## src/hw/sse_map.svh

```systemverilog
// register offsets, field positions, reset values and timing counts of the skip/subtract executor
`ifndef SSE_MAP_SVH
`define SSE_MAP_SVH

// ****************************************
// register byte offsets
// ****************************************
`define SSE_OFS_CMD      8'h00
`define SSE_OFS_ACCUM    8'h04
`define SSE_OFS_FLAGS    8'h08
`define SSE_OFS_STATUS   8'h0c
`define SSE_OFS_MEM_BASE 8'h40

// ****************************************
// field positions
// ****************************************
`define SSE_CMD_OP_LSB   0
`define SSE_CMD_OP_MSB   1
`define SSE_CMD_BIT_LSB  4
`define SSE_CMD_BIT_MSB  6
`define SSE_CMD_ADDR_LSB 8
`define SSE_CMD_ADDR_MSB 11
`define SSE_FLG_C        0
`define SSE_FLG_AUXC     1
`define SSE_FLG_Z        2
`define SSE_FLG_OVF      3
`define SSE_FLG_SGN      4
`define SSE_FLG_CHZ      5
`define SSE_STS_BUSY     0
`define SSE_STS_PC_LSB   8
`define SSE_STS_PC_MSB   15

// ****************************************
// reset values and timing
// ****************************************
`define SSE_ACCUM_RST    8'h00
`define SSE_FLAGS_RST    6'h00
`define SSE_PC_RST       8'h00
`define SSE_CYC_DIV      4

`endif

```

## src/hw/sse_pkg.sv

```systemverilog
// types shared by the skip/subtract executor
package sse_pkg;

  typedef enum logic [1:0] {
    SSE_OP_INC_SKZ  = 2'h0,
    SSE_OP_BIT_SKNZ = 2'h1,
    SSE_OP_BYT_SKNZ = 2'h2,
    SSE_OP_SUB      = 2'h3
  } sse_op_t;

  // gray coded along idle -> read -> exec -> dummy -> idle
  typedef enum logic [1:0] {
    SSE_ST_IDLE  = 2'h0,
    SSE_ST_READ  = 2'h1,
    SSE_ST_EXEC  = 2'h3,
    SSE_ST_DUMMY = 2'h2
  } sse_state_t;

  typedef enum logic [2:0] {
    SSE_SEL_NONE   = 3'h0,
    SSE_SEL_CMD    = 3'h1,
    SSE_SEL_ACCUM  = 3'h2,
    SSE_SEL_FLAGS  = 3'h3,
    SSE_SEL_STATUS = 3'h4,
    SSE_SEL_MEM    = 3'h5
  } sse_sel_t;

endpackage : sse_pkg

```

## src/hw/sse_mem_if.sv

```systemverilog
// data memory port between the executor and its byte store
`timescale 1ns/100ps
interface sse_mem_if #(parameter int AW = 4);
  logic [AW-1:0] raddr;
  logic [7:0]    rdata;
  logic [AW-1:0] waddr;
  logic          we;
  logic [7:0]    wdata;
  modport exec (output raddr, output waddr, output we, output wdata, input rdata);
  modport mem  (input raddr, input waddr, input we, input wdata, output rdata);
endinterface : sse_mem_if

```

## src/hw/sse_dmem.sv

```systemverilog
// byte-wide data memory, asynchronous read, synchronous write
`timescale 1ns/100ps
module sse_dmem #(
  parameter int DEPTH = 16,
  parameter int AW    = 4
) (
  input  wire logic  i_clk,
  sse_mem_if.mem     mem
);
  logic [7:0] store [DEPTH];

  assign mem.rdata = store[mem.raddr];

  // no reset: contents are undefined until software loads them
  always_ff @(posedge i_clk) begin
    if (mem.we) begin
      store[mem.waddr] <= mem.wdata;
    end
  end
endmodule : sse_dmem

```

## src/hw/sse_exec.sv

```systemverilog
// skip/subtract instruction executor with AHB-Lite register slave
// ****************************************
// ****************************************
//
// Local design decisions: the AHB-Lite register port and the register offsets.
`timescale 1ns/100ps
`include "sse_map.svh"
module sse_exec #(
  parameter int DEPTH   = 16,
  parameter int AW      = 4,
  parameter int CYC_DIV = `SSE_CYC_DIV
) (
  input  wire logic        i_clk,
  input  wire logic        i_rst_n,
  input  wire logic        i_hsel,
  input  wire logic [31:0] i_haddr,
  input  wire logic [1:0]  i_htrans,
  input  wire logic        i_hwrite,
  input  wire logic [2:0]  i_hsize,
  input  wire logic        i_hready,
  input  wire logic [31:0] i_hwdata,
  output logic      [31:0] o_hrdata,
  output logic             o_hreadyout,
  output logic             o_hresp,
  output logic             o_busy
);
  import sse_pkg::*;

  localparam int CW = (CYC_DIV > 1) ? $clog2(CYC_DIV) : 1;

  // ****************************************
  // address decode
  // ****************************************
  function automatic sse_sel_t dec_sel(input logic [31:0] a);
    if (a[7:0] == `SSE_OFS_CMD) begin
      dec_sel = SSE_SEL_CMD;
    end else if (a[7:0] == `SSE_OFS_ACCUM) begin
      dec_sel = SSE_SEL_ACCUM;
    end else if (a[7:0] == `SSE_OFS_FLAGS) begin
      dec_sel = SSE_SEL_FLAGS;
    end else if (a[7:0] == `SSE_OFS_STATUS) begin
      dec_sel = SSE_SEL_STATUS;
    end else if (a[7:0] >= `SSE_OFS_MEM_BASE && {1'b0, a[7:2]} < 7'(16 + DEPTH)) begin
      dec_sel = SSE_SEL_MEM;
    end else begin
      dec_sel = SSE_SEL_NONE;
    end
  endfunction : dec_sel

  sse_mem_if #(.AW(AW)) mif ();
  sse_dmem #(.DEPTH(DEPTH), .AW(AW)) u_dmem (
    .i_clk (i_clk),
    .mem   (mif.mem)
  );

  sse_state_t    st_reg, st_next;
  sse_op_t       op_reg;
  logic [2:0]    bit_reg;
  logic [AW-1:0] addr_reg;
  logic [7:0]    opnd_reg;
  logic [7:0]    accumulator_reg;
  logic [5:0]    flags_reg;
  logic [7:0]    pc_reg;
  logic [CW-1:0] div_reg;
  logic          dph_wr_reg;
  sse_sel_t      dph_sel_reg;
  logic [AW-1:0] dph_idx_reg;
  logic [31:0]   hrdata_reg;

  // ****************************************
  // bus side
  // ****************************************
  wire           aph_valid = i_hsel & i_htrans[1] & i_hready;
  wire sse_sel_t aph_sel   = dec_sel(i_haddr);
  wire [AW-1:0]  aph_idx   = i_haddr[AW+1:2];
  wire           idle      = (st_reg == SSE_ST_IDLE);
  // software writes land only while idle, so a running instruction sees stable state
  wire           bus_wr    = dph_wr_reg & idle;
  wire           cmd_go    = bus_wr & (dph_sel_reg == SSE_SEL_CMD);
  wire           accum_bwr = bus_wr & (dph_sel_reg == SSE_SEL_ACCUM);
  wire           flg_bwr   = bus_wr & (dph_sel_reg == SSE_SEL_FLAGS);
  wire           mem_bwr   = bus_wr & (dph_sel_reg == SSE_SEL_MEM);
  // forward a byte written in the previous data phase to a read of the same word
  wire           fwd_hit   = mem_bwr & (dph_idx_reg == aph_idx);
  wire [7:0]     mem_rd    = fwd_hit ? i_hwdata[7:0] : mif.rdata;
  wire [31:0]    sts_word  = {16'h0000, pc_reg, 7'h00, ~idle};
  wire [31:0]    rd_mux    = (aph_sel == SSE_SEL_ACCUM)  ? {24'h000000, accumulator_reg} :
                             (aph_sel == SSE_SEL_FLAGS)  ? {26'h0, flags_reg} :
                             (aph_sel == SSE_SEL_STATUS) ? sts_word :
                             (aph_sel == SSE_SEL_MEM && idle) ? {24'h000000, mem_rd} :
                             32'h00000000;

  assign o_hrdata    = hrdata_reg;
  assign o_hreadyout = 1'b1;
  assign o_hresp     = 1'b0;
  assign o_busy      = ~idle;

  always_ff @(posedge i_clk or negedge i_rst_n) begin
    if (!i_rst_n) begin
      dph_wr_reg  <= 1'b0;
      dph_sel_reg <= SSE_SEL_NONE;
      dph_idx_reg <= '0;
      hrdata_reg  <= 32'h00000000;
    end else begin
      dph_wr_reg  <= aph_valid & i_hwrite;
      dph_sel_reg <= aph_sel;
      dph_idx_reg <= aph_idx;
      if (aph_valid && !i_hwrite) begin
        hrdata_reg <= rd_mux;
      end
    end
  end

  // ****************************************
  // instruction cycle enable
  // ****************************************
  wire cyc_en = (div_reg == CW'(CYC_DIV - 1)) || (CYC_DIV < 2);

  always_ff @(posedge i_clk or negedge i_rst_n) begin
    if (!i_rst_n) begin
      div_reg <= '0;
    end else begin
      div_reg <= cyc_en ? '0 : CW'(div_reg + 1'b1);
    end
  end

  // ****************************************
  // execute datapath
  // ****************************************
  wire [7:0] inc_val  = 8'(opnd_reg + 8'h01);
  wire [8:0] sub_full = {1'b0, accumulator_reg} - {1'b0, opnd_reg};
  wire [7:0] diff     = sub_full[7:0];
  wire       sub_ovf  = (accumulator_reg[7] ^ opnd_reg[7]) & (diff[7] ^ accumulator_reg[7]);
  wire       sub_z    = (diff == 8'h00);
  wire [5:0] sub_flg;
  assign sub_flg[`SSE_FLG_C]    = ~sub_full[8];
  assign sub_flg[`SSE_FLG_AUXC] = (accumulator_reg[3:0] >= opnd_reg[3:0]);
  assign sub_flg[`SSE_FLG_Z]    = sub_z;
  assign sub_flg[`SSE_FLG_OVF]  = sub_ovf;
  assign sub_flg[`SSE_FLG_SGN]  = sub_ovf ^ diff[7];
  assign sub_flg[`SSE_FLG_CHZ]  = sub_z;

  wire skip_w = (op_reg == SSE_OP_INC_SKZ)  ? (inc_val == 8'h00) :
                (op_reg == SSE_OP_BIT_SKNZ) ? opnd_reg[bit_reg] :
                (op_reg == SSE_OP_BYT_SKNZ) ? (opnd_reg != 8'h00) :
                1'b0;
  wire exec_now = (st_reg == SSE_ST_EXEC) & cyc_en;
  wire accum_xwr = exec_now & ((op_reg == SSE_OP_INC_SKZ) | (op_reg == SSE_OP_SUB));
  // byte test rewrites the same value; the other three leave memory alone
  wire mem_xwr  = exec_now & (op_reg == SSE_OP_BYT_SKNZ);

  assign mif.raddr = idle ? aph_idx : addr_reg;
  assign mif.waddr = idle ? dph_idx_reg : addr_reg;
  assign mif.we    = mem_bwr | mem_xwr;
  assign mif.wdata = idle ? i_hwdata[7:0] : opnd_reg;

  always_comb begin
    st_next = st_reg;
    case (st_reg)
      SSE_ST_IDLE: begin
        if (cmd_go) begin
          st_next = SSE_ST_READ;
        end
      end
      SSE_ST_READ: begin
        if (cyc_en) begin
          st_next = SSE_ST_EXEC;
        end
      end
      SSE_ST_EXEC: begin
        if (cyc_en) begin
          st_next = skip_w ? SSE_ST_DUMMY : SSE_ST_IDLE;
        end
      end
      default: begin
        if (cyc_en) begin
          st_next = SSE_ST_IDLE;
        end
      end
    endcase
  end

  always_ff @(posedge i_clk or negedge i_rst_n) begin
    if (!i_rst_n) begin
      st_reg   <= SSE_ST_IDLE;
      op_reg   <= SSE_OP_INC_SKZ;
      bit_reg  <= 3'h0;
      addr_reg <= '0;
    end else begin
      st_reg <= st_next;
      if (cmd_go) begin
        op_reg   <= sse_op_t'(i_hwdata[`SSE_CMD_OP_MSB:`SSE_CMD_OP_LSB]);
        bit_reg  <= i_hwdata[`SSE_CMD_BIT_MSB:`SSE_CMD_BIT_LSB];
        addr_reg <= i_hwdata[`SSE_CMD_ADDR_LSB+AW-1:`SSE_CMD_ADDR_LSB];
      end
    end
  end

  always_ff @(posedge i_clk or negedge i_rst_n) begin
    if (!i_rst_n) begin
      opnd_reg <= 8'h00;
    end else if (st_reg == SSE_ST_READ && cyc_en) begin
      opnd_reg <= mif.rdata;
    end
  end

  always_ff @(posedge i_clk or negedge i_rst_n) begin
    if (!i_rst_n) begin
      accumulator_reg <= `SSE_ACCUM_RST;
    end else if (accum_xwr) begin
      accumulator_reg <= (op_reg == SSE_OP_SUB) ? diff : inc_val;
    end else if (accum_bwr) begin
      accumulator_reg <= i_hwdata[7:0];
    end
  end

  always_ff @(posedge i_clk or negedge i_rst_n) begin
    if (!i_rst_n) begin
      flags_reg <= `SSE_FLAGS_RST;
    end else if (exec_now && op_reg == SSE_OP_SUB) begin
      flags_reg <= sub_flg;
    end else if (flg_bwr) begin
      flags_reg <= i_hwdata[5:0];
    end
  end

  // the dummy slot only steps the counter past the skipped instruction
  always_ff @(posedge i_clk or negedge i_rst_n) begin
    if (!i_rst_n) begin
      pc_reg <= `SSE_PC_RST;
    end else if (cyc_en && (st_reg == SSE_ST_EXEC || st_reg == SSE_ST_DUMMY)) begin
      pc_reg <= 8'(pc_reg + 8'h01);
    end
  end
endmodule : sse_exec

```

## config.mk

```make
export PLATFORM = sky130hd
export DESIGN_NAME = sse_exec
export DESIGN_NICKNAME = d
export VERILOG_FILES = /design/src/hw/sse_pkg.sv /design/src/hw/sse_mem_if.sv /design/src/hw/sse_dmem.sv /design/src/hw/sse_exec.sv
export VERILOG_INCLUDE_DIRS = /design/src /design/src/hw
export SDC_FILE = /design/constraint.sdc
export NUM_CORES = 1
export LEC_CHECK = 0
export BUFFER_PORTS_ARGS = -buffer_cell sky130_fd_sc_hd__clkbuf_2
export CORE_MARGIN = 2
export CORE_UTILIZATION = 63
export DETAILED_ROUTE_END_ITERATION = 10
export GPL_ROUTABILITY_DRIVEN = 0
export PLACE_DENSITY = 0.95
export RECOVER_POWER = 50
export SYNTH_ARGS = -nofsm -noshare
export SYNTH_HDL_FRONTEND = slang
export SYNTH_SLANG_ARGS = --single-unit
```

## constraint.sdc

```tcl
create_clock -name i_clk -period 6.6 [get_ports i_clk]
set_clock_uncertainty 0.15 [all_clocks]
set_input_delay 0.99 -clock i_clk [delete_from_list [all_inputs] [get_ports i_clk]]
set_output_delay 0.99 -clock i_clk [all_outputs]
set_load 0.1 [all_outputs]
```

; After elaboration in Yosys (flattened, before gate mapping)
; Memory sizes are Yosys's and may differ from the RTL's.
; Index checks and enable logic that the tools add are counted.
[totals]
mem_bits_rw = 128
out_inout_bits = 35
mem_count = 1
elab_cells = 114
in_bits = 74
reg_bits = 83
[op_classes]
magnitude_cmp = 4
n_mux = 32
bitwise_logic = 20
eq_ne = 22
n_reduce_logical = 18
addsub = 4
[mem_list]
columns = memory, words, word_bits, read_ports, rd_clocked_by_memory_dff, wr, line
row1 = u_dmem.store, 16, 8, 1, 0, 1, sse_dmem.sv:10  ; logic [7:0] store [DEPTH];
[ops]
columns = op, n
row1 = $mux 16, 3
row2 = $mux 8, 6
row3 = $logic_not 8->1, 3
row4 = $add 8x1->8 const B, 2
row5 = $eq 8x4->1 const B, 2
row6 = $mux 3, 5
row7 = $and 1x1->1, 13
row8 = $eq 3x2->1 const B, 4
row9 = $mux 2, 6
row10 = $mux 6, 2
row11 = $eq 2x2->1 const B, 5
row12 = $eq 3x3->1 const B, 3
row13 = $sub 8x8->9, 1
row14 = $eq 8x3->1 const B, 1
row15 = $ge 8x7->1 const B, 1
row16 = $mux 4, 2
row17 = $reduce_bool 8->1, 1
row18 = $logic_and 1x1->1, 6
row19 = $lt 6x6->1 const B, 1
row20 = $mux 1, 6
row21 = $pmux 2 s3, 1
row22 = $reduce_bool 2->1, 3
row23 = $eq 2x1->1 const B, 2
row24 = $eq 4x4->1, 1
row25 = other kinds (14), 20

; Longest topological paths before layout
; Gate-level depths: netlist of run 1.
[logic_depth]
ltp_word = 13
depth_mapped = 13
depth_no_buf = 12

; Modules after synthesis
; From an unflattened synthesis of run 1, not the netlist that was laid out.
[hier_totals]
cells_unflattened = 659
hier_area_um2 = 9158.8
[modules_own_cells]
columns = mod, cells_each, instances, area_per_inst_um2, seq_area_each_um2
row1 = sse_dmem, 221, 1, 4987.3, 3843.7
row2 = sse_exec, 438, 1, 4171.5, 1676.6

; Worst setup path after synthesis of run 1
; No wires, ideal clock.
[synth_timing]
path_type = reg-to-reg
start = reg opnd_reg[2]
end = reg flags_reg[2]
arrival_ns = 2.708
t_required_ns = 6.373
path_slack_ns = 3.664
synth_period_minus_slack_ns = 2.936
setup_ns = 0.077
path_stages_with_launch = 14
n_path_buf = 1
path_cell_list = dfrtp_1 > clkbuf_1 > inv_1 > ha_1 > o21a_1 > o31ai_1 > a21o_1 > nand2b_1 > a21oi_1 > fa_1 > nand4b_1 > a2111oi_0 > nand3b_1 > a21oi_1
[synth_between]
elab_chain_cells = 3
[synth_rtl]
columns = element, line
row1 = "start, declared", sse_exec.sv:60  ; logic [7:0] opnd_reg;
row2 = "start signal, assigned", sse_exec.sv:203  ; opnd_reg <= mif.rdata;
row3 = $sub 8x8->9, sse_exec.sv:131  ; wire [8:0] sub_full = {1'b0, accumulator_reg} - {1'b0, opnd_reg};
row4 = $logic_not 8->1, sse_exec.sv:134  ; wire sub_z = (diff == 8'h00);
row5 = $mux 6, sse_exec.sv:220  ; end else if (exec_now && op_reg == SSE_OP_SUB) begin
row6 = "end signal, assigned", sse_exec.sv:219  ; flags_reg <= `SSE_FLAGS_RST;
row7 = "end signal, assigned", sse_exec.sv:221  ; flags_reg <= sub_flg;
row8 = "end signal, assigned", sse_exec.sv:223  ; flags_reg <= i_hwdata[5:0];
row9 = "end, declared", sse_exec.sv:62  ; logic [5:0] flags_reg;
; Every way passes these cells.
; A chain may end at the register's enable or synchronous reset.

; Worst setup path in the final report of run 1
[layout_timing]
start = reg st_reg[0]
end = reg hrdata_reg[6] (netlist: o_hrdata[6])
[layout_between]
elab_chain_cells = 9
word_cells_on_any_way = 12
classes_between = mux: 6 / bitwise: 3 / reduce/logical: 2 / memory: 1
[layout_rtl]
columns = element, line
row1 = "start, declared", sse_exec.sv:56  ; sse_state_t st_reg, st_next;
row2 = "start signal, assigned", sse_exec.sv:190  ; st_reg <= st_next;
row3 = $logic_not 2->1 (*), sse_exec.sv:76  ; wire idle = (st_reg == SSE_ST_IDLE);
row4 = "parallel branches: the longest is 4 deep, another holds $mem_v2 16x8", --
row5 = $mux 8 (*), sse_exec.sv:90  ; (aph_sel == SSE_SEL_MEM && idle) ? {24'h000000, mem_rd} :
row6 = $mux 16 (*), sse_exec.sv:89  ; (aph_sel == SSE_SEL_STATUS) ? sts_word :
row7 = $mux 16 (*), sse_exec.sv:88  ; (aph_sel == SSE_SEL_FLAGS) ? {26'h0, flags_reg} :
row8 = $mux 16 (*), sse_exec.sv:87  ; wire [31:0] rd_mux = (aph_sel == SSE_SEL_ACCUM) ? {24'h000000, accumulator_reg} :
row9 = "end signal, assigned", sse_exec.sv:109  ; hrdata_reg <= rd_mux;
row10 = "end, declared", sse_exec.sv:68  ; logic [31:0] hrdata_reg;
; Mark *: on every way between the ends.

==> summary.txt, run 1 <==
Synthesis
  – Synth top area share: 0.4134
  – Post-synthesis sequential area ratio: 0.5937
  – Synth cell types: 73
  – Mapped Area: between 9000 and 10000 sq um
  – Avg Inst Size Synth: 12.53 sq um
  – Synth Instances: approximately 740
  – FFs w/ async S/R, synth: 0.3436
  – Post-synth top flop: edfxtp_1
  – #FFs+latches synth: 195
  – Count leader, synth: edfxtp_1
  – Ys Warns: 0
  – EDFF count, synth: approximately 130
  – Synth top area cells: edfxtp_1 (41%), dfrtp_1 (18%), mux2i_1 (5.6%), o21ai_0 (2.5%), ha_1 (2.2%)
  – Area leader, netlist: edfxtp_1
  – Top post-synthesis cells by count: edfxtp_1 (128), dfrtp_1 (67), mux2i_1 (52), o21ai_0 (47), nand2_1 (46)

Worst setup path
  – Worst EP arrival: a little over 5 ns
  – CP Cell Sequence: nor2_1 > inv_2 > mux2i_1 > a211oi_1 > o32ai_1 > a21oi_1
  – Critical path's slowest cell: nor2_1
  – Crit path capture type: register
  – WS Path Type: reg -> reg
  – CP Max Fanout: 33
  – CP required: a little under 7 ns
  – Startpoint types: register
  – Max stage delay on crit path: between 1.5 and 2 ns

Power and ir drop
  – Internal power: 2.570 mW
  – P_leak: between 3 and 4 nW
  – Max IR drop VDD: 273.5 uV
  – Sw power: ~1.7 mW
  – Switching share of total power: 0.4027
  – Design Power: ~4.3 mW
  – Sequential power share: 0.384
  – Share of power burned in the clock network: 0.235
  – Pwr dens: about 430 nW/um^2
  – Comb pwr share: 0.381

Clock tree
  – CTS root buffer: clkbuf_16
  – CTS tree: built
  – Clock transition at the registers of the reported paths: 0.07 ns
  – Clock tree buffer depth: 2
  – Num Clock Sinks: 195
  – Setup Buffers After CTS: 0
  – # resized after CTS: 0
  – Post-CTS Hold Buffers: 0
  – # H-tree levels: 4
  – Later-pin clock latency in the skew report: 0.45 ns
  – Clock buffer count from CTS: 17

Cells and area
  – Fin cells: around 970
  – Finished Cell Area: ~10000 sq um
  – Fill cells: between 900 and 1000
  – Antenna diodes: 0
  – Layout cell share with drive strength beyond 1: 0.1256
  – Most flops, register: u_dmem.store
  – Area Growth Syn to Fin: 8.558%
  – Max reg flops: around 130
  – Layout Nets: 868

Global routing
  – Initial antenna violation count: 0
  – Pin count of the biggest net entering global routing: roughly 70
  – Busiest grt layer: met2
  – Met2 usage: 0.4607
  – First-pass GRT wire length: approximately 35000 um
  – Met1 Use GR: 0.3809
  – GR Overflow Total: 0
  – Vias in the first global route: between 6000 and 7000
  – GRT Util Overall: 0.2910
  – Met3 GRT Util: 0.07189

Die
  – # rows: 44
  – Die width: 125.5 um
  – Full die area: 15750 sq um
  – IO Count: around 110
  – Initial cell density of the core: 0.6422
  – Chip height: approximately 130 um
  – Core ar.: between 10000 and 15000 sq um

Placement
  – Post-DP HPWL: ~15000 um
  – Port buffer count: 42
  – Placed insts: around 940
  – Dpl cell area: about 9600 sq um

Detailed routing
  – WL/cell: 22.85 um
  – DR iter-0 viols: ~1000
  – TritonRoute pass-1 iters: 5
  – Routed via count: 6600
  – Final WL: approximately 22000 um
  – DRC: 0
  – Post-route ant nets: 0
  – DR vias/cell: 6.790

STA
  – Measured slew at the worst slew-check pin: roughly 3.5 ns
  – Min Tclk post-route: about 5.0 ns
  – Fmax: about 0.2 GHz
  – Setup TNS: 0 ns
  – RSZ-0062 raised after global routing: false
  – Final worst-path cycle share: 0.7578
  – # setup viols final: 0
  – Max Slew Vio Count: between 100 and 150
  – Worst slew margin: -1.339
  – Final Hold Viols: 0

Outcome
  – Status: finished with violations
  – Failing checks: max-capacitance violations, max-slew violations

Min path
  – Min-Delay Path Class: reg -> reg

Run
  – Max-Cap Viols: 2
cells in the final DEF, fill, tap and decap left out, types with 15 or more instances in the layout:
cell | synthesis | layout
dfrtp_1 | 67 | 67
a21oi_1 | 34 | 34
nand2_1 | 46 | 45
mux2i_1 | 52 | 52
clkbuf_16 | 0 | 17
nor2_1 | 42 | 43
xnor2_1 | 16 | 16
ha_1 | 16 | 16
o21ai_0 | 47 | 45
clkbuf_1 | 24 | 18
edfxtp_1 | 128 | 128
conb_1 | 2 | 18
nand3_1 | 24 | 24
inv_1 | 15 | 15
mux2_2 | 16 | 16
clkbuf_2 | 0 | 32
kinds of logic (layout without fill, tap and decap cells):
family                   Yosys count  in the layout  synth area share
multiplexers                      72             72           0.08505
adder cells (fa/ha/maj)           18             18           0.02584
XOR/XNOR                          22             22           0.02072
flip-flops                       195            195            0.5937
AO/OA/AOI/OAI                    183            183            0.1346
buffers and inverters             70            100           0.04010
other                              2             18         0.0008077
AND/OR/NAND/NOR                  180            180           0.09918
critical path, delay by kind of cell, from the launching register on:
kind / cells / cell delay, ns
mux: 1 / 0.91
buf+inv: 1 / 0.53
simple gates: 1 / 1.73
compound gates: 3 / 0.99
flops: 1 / 0.54
layer usage:
metal,vias to the layer above,part of all wire
met2,454,0.48
li1,2848,-
met5,-,0
met1,3231,0.38
met4,0,0.039
met3,67,0.10
metrics by stage:
| stage | hold WS [ns] | worst slack [ns] | util |
|---|---|---|---|
| final | 0.2871 | 1.599 | 0.6971 |
| after global routing | 0.3238 | 1.348 | 0.6971 |
| after CTS | 0.2841 | 2.694 | 0.7009 |
| after detailed placement | 0.2698 | 2.291 | 0.6610 |
| after global placement | 0.2640 | 2.360 | 0.6610 |
| after floorplan | 0.2531 | 3.664 | - |
final timing paths:
| path | start | endpoint | slack (ns) | depth (start not counted) |
|---|---|---|---|---|
| worst max-delay path | st_reg[0] | o_hrdata[6] | 1.60 | 6 |
| worst min-delay path | div_reg[0] | div_reg[0] | 0.29 | 1 |
| worst max register to register | st_reg[0] | o_hrdata[6] | 1.60 | 6 |
| worst min register to register | div_reg[0] | div_reg[0] | 0.29 | 1 |
| max in group asynchronous | i_rst_n | accumulator_reg[4] | 2.64 | 2 |
| min in group asynchronous | i_rst_n | o_hrdata[14] | 1.70 | 2 |
power by group through the flow:
stage	logic (mW)	registers [mW]	clock network [mW]
5_1_grt	1.74	1.66	1.07
3_3_place_gp	1.53	1.66	0
3_5_place_dp	1.59	1.67	0
6_report	1.64	1.65	1.01
2_1_floorplan	1.13	1.70	0
4_1_cts	1.62	1.64	1.01
layout make-up:
| class | count | area, sq um | share of cell area |
|---|---|---|---|
| clock buffers | 18 | 429.2 | 0.04252 |
| inverters | 16 | 60.06 | 0.005950 |
| flip-flops and latches | 195 | 5520 | 0.5469 |
| clock inverters | 13 | 148.9 | 0.01475 |
| multi-input cells | 493 | 3453 | 0.3421 |
| repair buffers | 53 | 251.5 | 0.02492 |
| well taps | 184 | 230.2 | 0.02281 |
(Power assumes the default switching activity.)
==> inputs of run 2 (changes only) <==
--- a/config.mk
+++ b/config.mk
@@ -8,10 +8,10 @@
 export LEC_CHECK = 0
 export BUFFER_PORTS_ARGS = -buffer_cell sky130_fd_sc_hd__clkbuf_2
 export CORE_MARGIN = 2
-export CORE_UTILIZATION = 63
+export CORE_UTILIZATION = 59
 export DETAILED_ROUTE_END_ITERATION = 10
 export GPL_ROUTABILITY_DRIVEN = 0
-export PLACE_DENSITY = 0.95
+export PLACE_DENSITY = 0.91
 export RECOVER_POWER = 50
 export SYNTH_ARGS = -nofsm -noshare
 export SYNTH_HDL_FRONTEND = slang
==> constraint.sdc (replaced) <==
create_clock -name i_clk -period 5.2 [get_ports i_clk]
set_clock_uncertainty 0.15 [all_clocks]
set_input_delay 0.78 -clock i_clk [delete_from_list [all_inputs] [get_ports i_clk]]
set_output_delay 0.78 -clock i_clk [all_outputs]
set_load 0.1 [all_outputs]
==> summary.txt, run 2 (synthesized netlist as in run 1, its figures left out) <==
STA
  – Final worst-path cycle share: 0.7188
  – Min Tclk post-route: 3.738 ns
  – Setup TNS: 0 ns
  – Max Slew Vio Count: 0
  – Fmax: ~0.27 GHz
  – Worst slew margin: 0.05174
  – Measured slew at the worst slew-check pin: approximately 1.4 ns
  – # setup viols final: 0
  – Final Hold Viols: 0
  – RSZ-0062 raised after global routing: false

Min path
  – Hold path cells: 1
  – Min-Delay Path Class: reg -> reg
  – Hold Path Sink: div_reg[0]
  – Hold_sp: div_reg[0]

Worst setup path
  – CP required: roughly 5.4 ns
  – CP Max Fanout: 20
  – Reg2reg path depth: 7
  – WS Path Type: reg -> reg
  – Crit path capture type: register
  – FF-to-FF Start: st_reg[0]
  – RR Endpoint: o_hrdata[7]
  – Flop2flop setup slack: around 1.5 ns
  – Worst EP arrival: around 3.9 ns
  – Startpoint types: register

Cells and area
  – Most frequent cells in the layout: edfxtp_1 (128), dfrtp_1 (67), mux2i_1 (52), o21ai_0 (45), nand2_1 (45)
  – Fill cells: 1072
  – Layout Nets: just under 900
  – Max reg flops: between 100 and 150
  – Area Growth Syn to Fin: 9.030%
  – Antenna diodes: 0
  – Layout cell share with drive strength beyond 1: 0.1177
  – Finished Cell Area: 10140 sq um
  – Most flops, register: u_dmem.store
  – Fin cells: approximately 1000
  – Commonest non-fill, non-tap cell in the layout: edfxtp_1

Die
  – Chip height: around 130 um
  – Core ar.: between 15000 and 20000 sq um
  – Die width: around 130 um
  – Full die area: about 17000 sq um
  – # rows: 45
  – Initial cell density of the core: 0.6071
  – IO Count: 109

Clock tree
  – Clock transition at the registers of the reported paths: approximately 0.07 ns
  – Num Clock Sinks: about 200
  – Setup Buffers After CTS: 0
  – # resized after CTS: 0
  – Clock buffer count from CTS: 17
  – CTS tree: built
  – Clock tree buffer depth: 2
  – Post-CTS Hold Buffers: 0
  – # H-tree levels: 4
  – Later-pin clock latency in the skew report: 0.45 ns
  – CTS root buffer: clkbuf_16

Power and ir drop
  – Max IR drop VDD: 357.5 uV
  – P_leak: roughly 3.9 nW
  – Pwr dens: between 500 and 600 nW/um^2

Global routing
  – GR Overflow Total: 0
  – Initial antenna violation count: 0
  – Vias in the first global route: 6296
  – First-pass GRT wire length: roughly 34000 um
  – GRT Util Overall: 0.2714
  – Pin count of the biggest net entering global routing: roughly 70

Placement
  – Placed insts: 969
  – Dpl cell area: 9612 sq um
  – Port buffer count: between 40 and 50
  – Post-DP HPWL: approximately 15000 um

Outcome
  – Status: complete, no violations

Detailed routing
  – DR vias/cell: ~6.5
  – TritonRoute pass-1 iters: 5
  – Routed via count: ~6500
  – WL/cell: around 22 um
  – DRC: 0
  – Final WL: about 22000 um
  – DR iter-0 viols: just under 900
  – Post-route ant nets: 0

Run
  – Max-Cap Viols: 0
[run 2: changes by cell type in the layout (fill, tap and decap cells not counted)]
cell	change
clkbuf_2	-9
clkbuf_1	+8
nor2_4	+1
clkinv_2	+1
nor2_1	-1
buf_4	+2
clkinv_4	+1
clkinv_1	+1
clkinvlp_4	-2
[run 2: how the worst max path moves through the flow]
stage	end	cells after the start	slack, ns	startpoint
2_1_floorplan	flags_reg[2]	13	2.26	opnd_reg[2]
5_1_grt	o_hrdata[6]	7	1.34	st_reg[0]
3_3_place_gp	o_hrdata[2]	7	1.45	i_haddr[2]
4_1_cts	o_hrdata[7]	7	1.68	st_reg[0]
6_report	o_hrdata[7]	7	1.46	st_reg[0]
3_5_place_dp	o_hrdata[7]	8	1.36	i_haddr[2]
[run 2: metal layers]
metal | up-vias | share of wire | GRT usage | wire (um)
li1 | 2877 | - | - | -
met1 | 3153 | 0.39 | 0.3535 | 8366
met2 | 438 | 0.48 | 0.4300 | 10330
met3 | 61 | 0.097 | 0.06606 | 2099
met4 | 0 | 0.038 | 0.1347 | 815
met5 | - | 0 | 0 | 0
[run 2: power breakdown]
| part | internal (mW) | leakage [nW] | total [mW] | switching, mW |
|---|---|---|---|---|
| logic | 0.658 | 1.66 | 2.08 | 1.42 |
| registers | 1.93 | 1.97 | 2.09 | 0.161 |
| clock network | 0.677 | 0.286 | 1.28 | 0.607 |
[run 2: cell type report]
class,count,area [sq um],share of cell area
clock buffer,18,429.2,0.04234
clock inverter,14,151.4,0.01493
inverter,16,60.06,0.005924
tap,211,264.0,0.02604
timing repair buffer,54,251.5,0.02481
sequential,195,5520,0.5446
multi-input combinational,493,3461,0.3414
[run 2: critical path, cell delays in order, from the launching register on]
cell and delay (ns):
dfrtp_1 0.67, or3b_1 0.72, nand2_2 0.51, buf_4 0.38, a211oi_1 0.28, a311oi_1 0.08
o32ai_1 0.64, a21oi_1 0.15
[run 2: metrics by stage]
step / total power [mW] / hold slack (ns) / setup WS [ns] / utilization
after global routing: 5.674 / 0.3095 / 1.338 / 0.6619
after detailed placement: 4.137 / 0.2708 / 1.362 / 0.6276
final: 5.455 / 0.2788 / 1.462 / 0.6619
after global placement: 4.057 / 0.2628 / 1.446 / 0.6276
after CTS: 5.428 / 0.2809 / 1.682 / 0.6655
after floorplan: 3.591 / 0.2531 / 2.264 / -
